## config.mk

```make
export PLATFORM = sky130hd
export DESIGN_NAME = adccfg_top
export DESIGN_NICKNAME = d
export VERILOG_FILES = /design/src/adccfg_top.v
export VERILOG_INCLUDE_DIRS = /design/src /design/src/src
export SDC_FILE = /design/constraint.sdc
export NUM_CORES = 1
export LEC_CHECK = 0
export ABC_AREA = 1
export BUFFER_PORTS_ARGS = -buffer_cell sky130_fd_sc_hd__buf_2
export CAP_MARGIN = 30
export CORE_MARGIN = 2
export CORE_UTILIZATION = 45
export DETAILED_ROUTE_END_ITERATION = 8
export GPL_TIMING_DRIVEN = 1
export PLACE_DENSITY = 0.79
export SLEW_MARGIN = 20
export SYNTH_ARGS = -nofsm -noshare
export SYNTH_HDL_FRONTEND = slang
export SYNTH_SLANG_ARGS = --single-unit
```

## constraint.sdc

```tcl
create_clock -name pclk -period 5.9 [get_ports pclk]
set_input_delay 0 -clock pclk [delete_from_list [all_inputs] [get_ports pclk]]
set_output_delay 0 -clock pclk [all_outputs]
set_load 0.05 [all_outputs]
```

## src/adccfg_defs.vh

```
// adccfg_defs.vh: offsets, field positions, reset values and codes of the
// converter configuration block.
// assumes a 32-bit apb master with word-aligned byte addresses.
`ifndef ADCCFG_DEFS_VH
`define ADCCFG_DEFS_VH

// ==========================================================
// register map (byte addresses)
`define ADCCFG_CTRL1_OFF 12'h000
`define ADCCFG_TRIG_OFF 12'h004
`define ADCCFG_STATUS_OFF 12'h008
`define ADCCFG_ENABLE_OFF 12'h00c
`define ADCCFG_RESULT_OFF 12'h010

// ==========================================================
// field positions of converter_control_one
`define ADCCFG_FMT_BIT 7
`define ADCCFG_CS_MSB 6
`define ADCCFG_CS_LSB 4
`define ADCCFG_NREF_BIT 2
`define ADCCFG_PREF_MSB 1
`define ADCCFG_PREF_LSB 0
`define ADCCFG_CTRL1_MASK 8'hf7
`define ADCCFG_TRIG_MASK 8'h1f

// ==========================================================
// reset values
`define ADCCFG_CTRL1_RST 8'h00
`define ADCCFG_TRIG_RST 8'h00

// ==========================================================
// conversion clock select codes
`define ADCCFG_CS_DIV2 3'h0
`define ADCCFG_CS_DIV8 3'h1
`define ADCCFG_CS_DIV32 3'h2
`define ADCCFG_CS_RC_A 3'h3
`define ADCCFG_CS_DIV4 3'h4
`define ADCCFG_CS_DIV16 3'h5
`define ADCCFG_CS_DIV64 3'h6
`define ADCCFG_CS_RC_B 3'h7

// divider half-period counts minus one, per clock select code
`define ADCCFG_HALF_DIV2 6'h00
`define ADCCFG_HALF_DIV4 6'h01
`define ADCCFG_HALF_DIV8 6'h03
`define ADCCFG_HALF_DIV16 6'h07
`define ADCCFG_HALF_DIV32 6'h0f
`define ADCCFG_HALF_DIV64 6'h1f

// positive reference codes
`define ADCCFG_PREF_VDD 2'h0
`define ADCCFG_PREF_RSV 2'h1
`define ADCCFG_PREF_EXT 2'h2
`define ADCCFG_PREF_FIXED 2'h3

// trigger source count: codes 1..17 select sources
`define ADCCFG_TRIG_NUM 17
`define ADCCFG_TRIG_OFF_CODE 5'h00
`define ADCCFG_TRIG_MAX_CODE 5'h11

`endif

```

## src/adccfg_top.v

```verilog
// adccfg_top.v: configuration and auto-trigger select of the converter.
// holds the two control registers, the divided conversion clock, the
// reference routing, the hardware start pulse and the justified result.
// assumes an apb master on pclk, peripheral interrupt flags and the raw
// 10-bit result synchronous to pclk.
// assumes the rc conversion clock itself lives outside this block; only its
// select is given out here.
//
// Overview of operation
// with the format bit set the result is right-justified, six unused bits zero.
// the clock select gives osc/2,/8,/32,/4,/16,/64, and 011 or 111 pick the RC clock.
// the negative reference select routes low reference to ground at 0, to the pin at 1.
// while the converter is disabled every multiplexer input is disconnected.
// positive reference code 00 gives supply, 10 the pin, 11 the fixed reference, 01 reserved.
// trigger code 0 disables hardware start; codes 1 to 17 select one event source.
// a selected source counts as asserted when its interrupt flag becomes set.
//
// The APB slave port and the register offsets were decided locally.
`timescale 1ns/1ps
`include "adccfg_defs.vh"

module adccfg_top (
    input wire pclk,
    input wire presetn,
    input wire psel,
    input wire penable,
    input wire pwrite,
    input wire [11:0] paddr,
    input wire [31:0] pwdata,
    output wire pready,
    output reg [31:0] prdata,
    output wire pslverr,
    input wire [16:0] trigger_flags,
    input wire result_load,
    input wire [9:0] result_raw,
    output reg conv_clk,
    output wire conv_clk_rc_sel,
    output wire vref_neg_gnd,
    output wire vref_neg_pin,
    output wire vref_pos_vdd,
    output wire vref_pos_pin,
    output wire vref_pos_fixed,
    output wire mux_connect,
    output reg auto_trigger,
    output reg [7:0] result_high_byte,
    output reg [7:0] result_low_byte
);

    reg [7:0] ctrl1_reg;
    reg [7:0] trig_reg;
    reg converter_enable_bit_reg;
    reg [16:0] flags_dly_reg;
    reg [5:0] div_cnt_reg;
    reg [5:0] div_half;
    reg trig_seen_reg;
    reg [31:0] rd_mux;
    wire result_format_select;
    wire [2:0] conv_clock_select;
    wire neg_ref_select;
    wire [1:0] pos_ref_select;
    wire [4:0] auto_trigger_source;
    wire wr_en;
    wire wr_ctrl1;
    wire wr_trig;
    wire wr_enable;
    wire rd_setup;
    wire rd_status_done;
    wire [16:0] flag_rise;
    wire sel_rise;

    assign result_format_select = ctrl1_reg[`ADCCFG_FMT_BIT];
    assign conv_clock_select = ctrl1_reg[`ADCCFG_CS_MSB:`ADCCFG_CS_LSB];
    assign neg_ref_select = ctrl1_reg[`ADCCFG_NREF_BIT];
    assign pos_ref_select = ctrl1_reg[`ADCCFG_PREF_MSB:`ADCCFG_PREF_LSB];
    assign auto_trigger_source = trig_reg[4:0];

    // =======================================================
    // apb slave: zero wait states, unmapped reads give zero
    // every access completes in its first access cycle, so pready is a constant
    assign pready = 1'b1;
    assign wr_en = psel & penable & pwrite;
    assign pslverr = psel & penable & (paddr[1:0] != 2'h0 || paddr > `ADCCFG_RESULT_OFF);

    // per-register strobes; status and result are read-only, so writes there drop
    assign wr_ctrl1 = wr_en & (paddr == `ADCCFG_CTRL1_OFF);
    assign wr_trig = wr_en & (paddr == `ADCCFG_TRIG_OFF);
    assign wr_enable = wr_en & (paddr == `ADCCFG_ENABLE_OFF);
    // reads are captured in the setup cycle and retired in the access cycle
    assign rd_setup = psel & ~penable & ~pwrite;
    assign rd_status_done = psel & penable & ~pwrite & (paddr == `ADCCFG_STATUS_OFF);

    // register writes; unimplemented bits are dropped so they read as zero
    always @(posedge pclk or negedge presetn) begin
        if (!presetn) begin
            ctrl1_reg <= `ADCCFG_CTRL1_RST;
            trig_reg <= `ADCCFG_TRIG_RST;
            converter_enable_bit_reg <= 1'b0;
        end else begin
            if (wr_ctrl1)
                ctrl1_reg <= pwdata[7:0] & `ADCCFG_CTRL1_MASK;
            if (wr_trig)
                trig_reg <= pwdata[7:0] & `ADCCFG_TRIG_MASK;
            if (wr_enable)
                converter_enable_bit_reg <= pwdata[0];
        end
    end

    // read mux; status shows trigger seen since last read
    always @* begin
        case (paddr)
            `ADCCFG_CTRL1_OFF: rd_mux = {24'h000000, ctrl1_reg};
            `ADCCFG_TRIG_OFF: rd_mux = {24'h000000, trig_reg};
            `ADCCFG_STATUS_OFF: rd_mux = {30'h0, trig_seen_reg, conv_clk_rc_sel};
            `ADCCFG_ENABLE_OFF: rd_mux = {31'h0, converter_enable_bit_reg};
            `ADCCFG_RESULT_OFF: rd_mux = {16'h0000, result_high_byte, result_low_byte};
            default: rd_mux = 32'h00000000;
        endcase
    end

    // read data register: loaded in the setup cycle, so the access cycle shows
    // a flip-flop; apb holds paddr across both cycles, so no wait state is paid.
    // a value that changes between setup and access is reported on the next read
    always @(posedge pclk or negedge presetn) begin
        if (!presetn) begin
            prdata <= 32'h00000000;
        end else if (rd_setup) begin
            prdata <= rd_mux;
        end
    end

    // =======================================================
    // clock divider select
    assign conv_clk_rc_sel = (conv_clock_select == `ADCCFG_CS_RC_A) ||
                             (conv_clock_select == `ADCCFG_CS_RC_B);

    // half-period minus one for each divide ratio
    // the rc codes fall to the default; the divider is parked for them anyway
    always @* begin
        case (conv_clock_select)
            `ADCCFG_CS_DIV2: div_half = `ADCCFG_HALF_DIV2;
            `ADCCFG_CS_DIV8: div_half = `ADCCFG_HALF_DIV8;
            `ADCCFG_CS_DIV32: div_half = `ADCCFG_HALF_DIV32;
            `ADCCFG_CS_DIV4: div_half = `ADCCFG_HALF_DIV4;
            `ADCCFG_CS_DIV16: div_half = `ADCCFG_HALF_DIV16;
            `ADCCFG_CS_DIV64: div_half = `ADCCFG_HALF_DIV64;
            default: div_half = `ADCCFG_HALF_DIV2;
        endcase
    end

    // a select change mid-period is taken at once: the >= compare stops a count
    // that is already past the new end from wrapping through all 64 steps
    // divided clock; held low when RC is chosen, since that clock lives outside
    always @(posedge pclk or negedge presetn) begin
        if (!presetn) begin
            div_cnt_reg <= 6'h00;
            conv_clk <= 1'b0;
        end else if (conv_clk_rc_sel) begin
            div_cnt_reg <= 6'h00;
            conv_clk <= 1'b0;
        end else if (div_cnt_reg >= div_half) begin
            div_cnt_reg <= 6'h00;
            conv_clk <= ~conv_clk;
        end else begin
            div_cnt_reg <= div_cnt_reg + 6'h01;
        end
    end

    // =======================================================
    // the routing is purely combinational, so a reference change reaches the
    // analog switches in the cycle right after its write
    // enable gates every reference connection
    assign mux_connect = converter_enable_bit_reg;
    // negative reference route
    assign vref_neg_gnd = converter_enable_bit_reg & ~neg_ref_select;
    assign vref_neg_pin = converter_enable_bit_reg & neg_ref_select;
    // positive reference route, reserved code connects nothing
    assign vref_pos_vdd = converter_enable_bit_reg & (pos_ref_select == `ADCCFG_PREF_VDD);
    assign vref_pos_pin = converter_enable_bit_reg & (pos_ref_select == `ADCCFG_PREF_EXT);
    assign vref_pos_fixed = converter_enable_bit_reg & (pos_ref_select == `ADCCFG_PREF_FIXED);

    // =======================================================
    // the delay flops reset low like the idle flags, so no false edge follows
    // reset while the peripherals sit idle
    // rising edge of each peripheral interrupt flag
    assign flag_rise = trigger_flags & ~flags_dly_reg;
    // code zero or out of range selects nothing
    // codes 18 to 31 fail the range check, which also keeps the index in range
    assign sel_rise = (auto_trigger_source != `ADCCFG_TRIG_OFF_CODE) &&
                      (auto_trigger_source <= `ADCCFG_TRIG_MAX_CODE) &&
                      flag_rise[auto_trigger_source - 5'h01];

    // one-cycle start pulse; sticky seen bit clears on status read, set wins
    always @(posedge pclk or negedge presetn) begin
        if (!presetn) begin
            flags_dly_reg <= 17'h00000;
            auto_trigger <= 1'b0;
            trig_seen_reg <= 1'b0;
        end else begin
            flags_dly_reg <= trigger_flags;
            auto_trigger <= sel_rise;
            // a new event wins over a clear in the same cycle
            if (sel_rise)
                trig_seen_reg <= 1'b1;
            // clear only what the setup cycle captured, so an event that lands
            // between setup and access survives for the next read
            else if (rd_status_done && prdata[1])
                trig_seen_reg <= 1'b0;
        end
    end

    // =======================================================
    // the raw result is taken as settled in the cycle of result_load; the bytes
    // keep their old value until the next load
    // result justification on load
    always @(posedge pclk or negedge presetn) begin
        if (!presetn) begin
            result_high_byte <= 8'h00;
            result_low_byte <= 8'h00;
        end else if (result_load) begin
            if (result_format_select) begin
                result_high_byte <= {6'h00, result_raw[9:8]};
                result_low_byte <= result_raw[7:0];
            end else begin
                result_high_byte <= result_raw[9:2];
                result_low_byte <= {result_raw[1:0], 6'h00};
            end
        end
    end

endmodule

```

Word-level counts from Yosys, hierarchy flattened. Cells that the tools add are included.

Flip-flop bits (word level): 87. Bits of input ports: 77.

Muxes and demuxes: 12. Reduce and logical (&&, ||, !) cells: 11. $lt $le $gt $ge: 4. Add/subtract/negate cells: 2. Eq/ne operators: 13. Bitwise logic cells: 21.

Operators by type and width (count): $pmux 16 s5 (1); $pmux 5 s5 (1); $eq 12x4->1 const B (2); $and 17x17->17 (1); $not 17->17 (1); $mux 8 (2); $and 1x1->1 (15); $eq 12x3->1 const B (1); $eq 12x5->1 const B (1); $eq 3x3->1 const B (4); $gt 12x5->1 const B (1); $logic_not 12->1 (1); $mux 6 (2); $add 6x1->6 const B (1); $eq 3x2->1 const B (2); $ge 6x6->1 (1); $lt 5x6->1 const B (1); $reduce_bool 2->1 (3); $bmux 1 s5 (1); $le 5x5->1 const B (1); $mux 1 (5); $reduce_bool 5->1 (1); $sub 5x1->5 const B (1); $eq 2x2->1 const B (2); other kinds (5) (11).

Longest topological paths before layout.
Word-level depth: 6. Depth in mapped cells: 14.

Worst setup path before layout. Ideal clock, no wire load.

Kind: register -> register. From: register ctrl1_reg[5]. To: register div_cnt_reg[3]. Data arrival time: 1.822 ns. Path buffers: 0. Library setup time: 0.071 ns. Required time: 5.829 ns. Clock period less this slack: 1.894 ns. Path slack: 4.006 ns. Cell stages (with the launch flop): 14. Cells stage by stage: dfrtp_1 inv_1 ha_1 inv_1 o21ai_0 a21oi_1 ha_1 nand2_1 inv_1 nand4_1 nand4_1 inv_1 nand2_1 nor2_1.

Longest elaborated chain between the ends: 5. Elaborated cells between the ends (all ways): 12. Those cells by class: 1 x order compare; 7 x eq/ne; 3 x mux; 1 x reduce/logical.

RTL lines: start, declared (RTL line adccfg_top.v:49) `reg [7:0] ctrl1_reg;`; start signal, assigned (RTL line adccfg_top.v:95) `` ctrl1_reg <= `ADCCFG_CTRL1_RST; ``; start signal, assigned (RTL line adccfg_top.v:100) `` ctrl1_reg <= pwdata[7:0] & `ADCCFG_CTRL1_MASK; ``; $eq 3x3->1 (tied with other cells) (RTL line adccfg_top.v:139) `case (conv_clock_select)`; $pmux 5 s5 (RTL line adccfg_top.v:139); $ge 6x6->1 (RTL line adccfg_top.v:160) `end else if (div_cnt_reg >= div_half) begin`; $mux 6 (RTL line adccfg_top.v:160); $mux 6 * (RTL line adccfg_top.v:157) `end else if (conv_clk_rc_sel) begin`; end signal, assigned (RTL line adccfg_top.v:164) `div_cnt_reg <= div_cnt_reg + 6'h01;`; end, declared (RTL line adccfg_top.v:53) `reg [5:0] div_cnt_reg;`.

Every way passes the cells marked *; elsewhere a longest branch is shown, timed or not. A chain may end at the register's enable or synchronous reset.

Worst setup path after layout. Same ends and word-level chain as after synthesis.

==> impl_metrics.json <==
{
  "leakage_nw": 2.622,
  "met1_usage": 0.2607,
  "cpPeakStageDelay_ns": 0.46,
  "use_met2": 0.3846,
  "fmax_mhz": 455.3,
  "largest_register_ffs": 17,
  "syn_avg_cell_area_um2": 8.239,
  "p_total_mw": 1.178,
  "start_util": 0.4636,
  "status": "finished, final reports clean",
  "drc_errors": 0,
  "drv_cap": 0,
  "gp_congestion": 0.7918,
  "postCtsSetupBuffers": 0,
  "clock_latency_ns": 0.36,
  "wirelength_um": 9456,
  "yosysWarningCount": 0,
  "htree_levels": 3,
  "hold_depth": 4,
  "grt_max_degree": 72,
  "synth-seq-area-share": 0.4688,
  "layout-drive-gt1-share": 0.2408,
  "antenna_found_initial": 0,
  "ios": 136,
  "grtUsageTotal": 0.2190,
  "die-area_um2": 9172,
  "numCtsBuffers": 9,
  "clock_path_buffers": 2,
  "n_antenna_cell": 0,
  "cts_tree": "done",
  "cp_num_buf_inv": 4,
  "cts_root_buf": "clkbuf_8",
  "startpoint_type": "flip-flop",
  "fillers": 728,
  "vdd_ir_drop_max_mv": 0.1832,
  "setup_viol_count_final": 0,
  "arrival_ns": 2.48,
  "nNetsFinal": 682,
  "rows": 33,
  "cts_sinks": 71,
  "synth-seq-cells": 71,
  "die_y_um": 95.77,
  "maxSlewViolCount": 0,
  "rsz0062_at_grt": "false",
  "whs_ns": 0.01350,
  "grt_pass1_wl_um": 15420,
  "finalSetupTns_ns": 0,
  "grt_pass1_vias": 3420,
  "worstPathCellList": "inv_1 -> ha_1 -> inv_1 -> o21ai_0 -> a21oi_1 -> ha_1 -> nand2_1 -> inv_1 -> nand4_1 -> nand4_1 -> inv_1 -> nand2_1 -> nor2_1",
  "synth_edf_count": 0,
  "via_per_inst": 4.879,
  "skew_ns": 0.01086,
  "tightest_slew_ns": 0.5175,
  "slew_headroom": 0.6524,
  "powerDensity_nw_per_um2": 241.4,
  "antenna_left": 0,
  "synthArstFlopShare": 1.000,
  "vias": 3430,
  "drt_pass1_iterations": 4,
  "final_cell_mix": "nand2_1 (118), buf_2 (94), dfrtp_1 (71)",
  "cp_common_cell": "inv_1",
  "cp.depth": 13,
  "port_buffers": 94,
  "synthFlopType": "dfrtp_1",
  "final-hold-violation-count": 0,
  "fin_area_um2": 4881,
  "place_inst": 647,
  "hold_path_class": "in -> reg",
  "cp_slowest_cell": "dfrtp_1",
  "ys_types": 37,
  "overflow": 0,
  "netlist_area_um2": 3790,
  "drtIter0Drc": 201,
  "path_delay_family": "simple AND/OR/NAND/NOR gates",
  "endpoint_kind": "flip-flop",
  "crit_path_max_fanout": 7,
  "fin_crit_ns": 2.196,
  "drt-wirelength-per-cell_um": 13.45,
  "r2r_cells": 13,
  "fin_crit_sh": 0.3723,
  "clk_pin_slew_ns": 0.08,
  "core-area_um2": 8175,
  "placed_cell_area_um2": 4265,
  "dieWidth_um": 95.77,
  "fin_cells": 703,
  "required_ns": 6.19,
  "critical_path_class": "reg -> reg",
  "met3_usage": 0.05247,
  "syn_inst": 460,
  "dp_hpwl_um": 6736,
  "top_usage_layer": "met2",
  "mostFrequentLayoutCell": "nand2_1",
  "synthToLayoutAreaGrowth_pct": 28.79
}
-- routing by layer --
metal,part of all wire,routed length (um),vias up
met2,0.50,4683,113
met4,0.017,163,0
met1,0.43,4092,1604
met5,0,0,-
li1,-,-,1695
met3,0.055,516,18
-- cell families (layout without fill, tap and decap cells) --
| kind of cell | Yosys count | count (layout) | synth area share |
|---|---|---|---|
| AND/OR/NAND/NOR | 234 | 234 | 0.2846 |
| buffers and inverters | 87 | 210 | 0.1086 |
| flip-flops | 71 | 71 | 0.4688 |
| AO/OA/AOI/OAI | 52 | 52 | 0.09178 |
| adder cells (fa/ha/maj) | 12 | 12 | 0.03962 |
| other | 2 | 17 | 0.001982 |
| XOR/XNOR | 2 | 2 | 0.004623 |
-- repair_timing --
item	in CTS	in global routing
hold endpoints to repair	121	0
hold buffers	39	0
gates resized for setup	0	0
-- path summary, 6_finish.rpt --
kind / from / to / slack, ns
worst max-delay path: ctrl1_reg[5] / div_cnt_reg[3] / 3.70
worst min-delay path: psel / trig_seen_reg / 0.01
worst max register to register: ctrl1_reg[5] / div_cnt_reg[3] / 3.70
worst min register to register: prdata[5] / prdata[5] / 0.48
max in group asynchronous: presetn / result_low_byte[5] / 5.24
min in group asynchronous: presetn / flags_dly_reg[2] / 0.11
-- where the power goes --
part / internal (mW) / switching (mW) / leakage, nW
clock: 0.197 / 0.199 / 0.0891
sequential: 0.519 / 0.0237 / 0.907
combinational: 0.0808 / 0.158 / 1.63
total: 0.797 / 0.381 / 2.62
-- synth_stat cells, types with 2 or more instances --
master	number	area, um2
buf_6	2	22.52
clkbuf_1	6	22.52
dfrtp_1	71	1777
ha_1	12	150.1
buf_4	18	135.1
conb_1	2	7.510
o31ai_2	5	62.56
nor2_4	6	67.56
nand2_2	2	12.51
nor3_1	3	15.01
inv_1	56	210.2
a21oi_1	5	25.02
nand3_1	42	210.2
o21ai_1	6	30.03
xnor2_1	2	17.52
nand2_1	118	442.9
inv_2	3	11.26
nand2_4	3	33.78
nor2_1	42	157.7
o22ai_1	2	12.51
o21ai_2	5	43.79
nor3b_1	2	15.01
nand4_1	8	50.05
a21oi_2	2	17.52
nor2_2	2	12.51
nor3_4	2	32.53
o21ai_0	22	110.1
buf_2	2	10.01
-- worst min-delay path: cells and delay by family --
kind,cells,cell delay (ns)
and+or+nand+nor,2,0.14
buffers and inverters,1,0.12
AOI/OAI and AO/OA,1,0.07
-- through the flow --
stage / utilization / setup WS (ns)
2_1_floorplan: - / 4.006
3_3_place_gp: 0.5217 / 3.778
3_5_place_dp: 0.5217 / 3.703
4_1_cts: 0.5937 / 3.688
5_1_grt: 0.5970 / 3.467
6_report: 0.5970 / 3.704
-- layout make-up --
cell class | count | area [um2] | area share
inverters | 59 | 221.5 | 0.04537
repair buffers | 135 | 895.9 | 0.1835
well taps | 105 | 131.4 | 0.02692
flip-flops and latches | 71 | 1777 | 0.3640
clock inverters | 6 | 70.07 | 0.01436
clock buffers | 10 | 127.6 | 0.02615
multi-input cells | 317 | 1658 | 0.3397
Note: power is estimated with default switching activity, not from simulation.
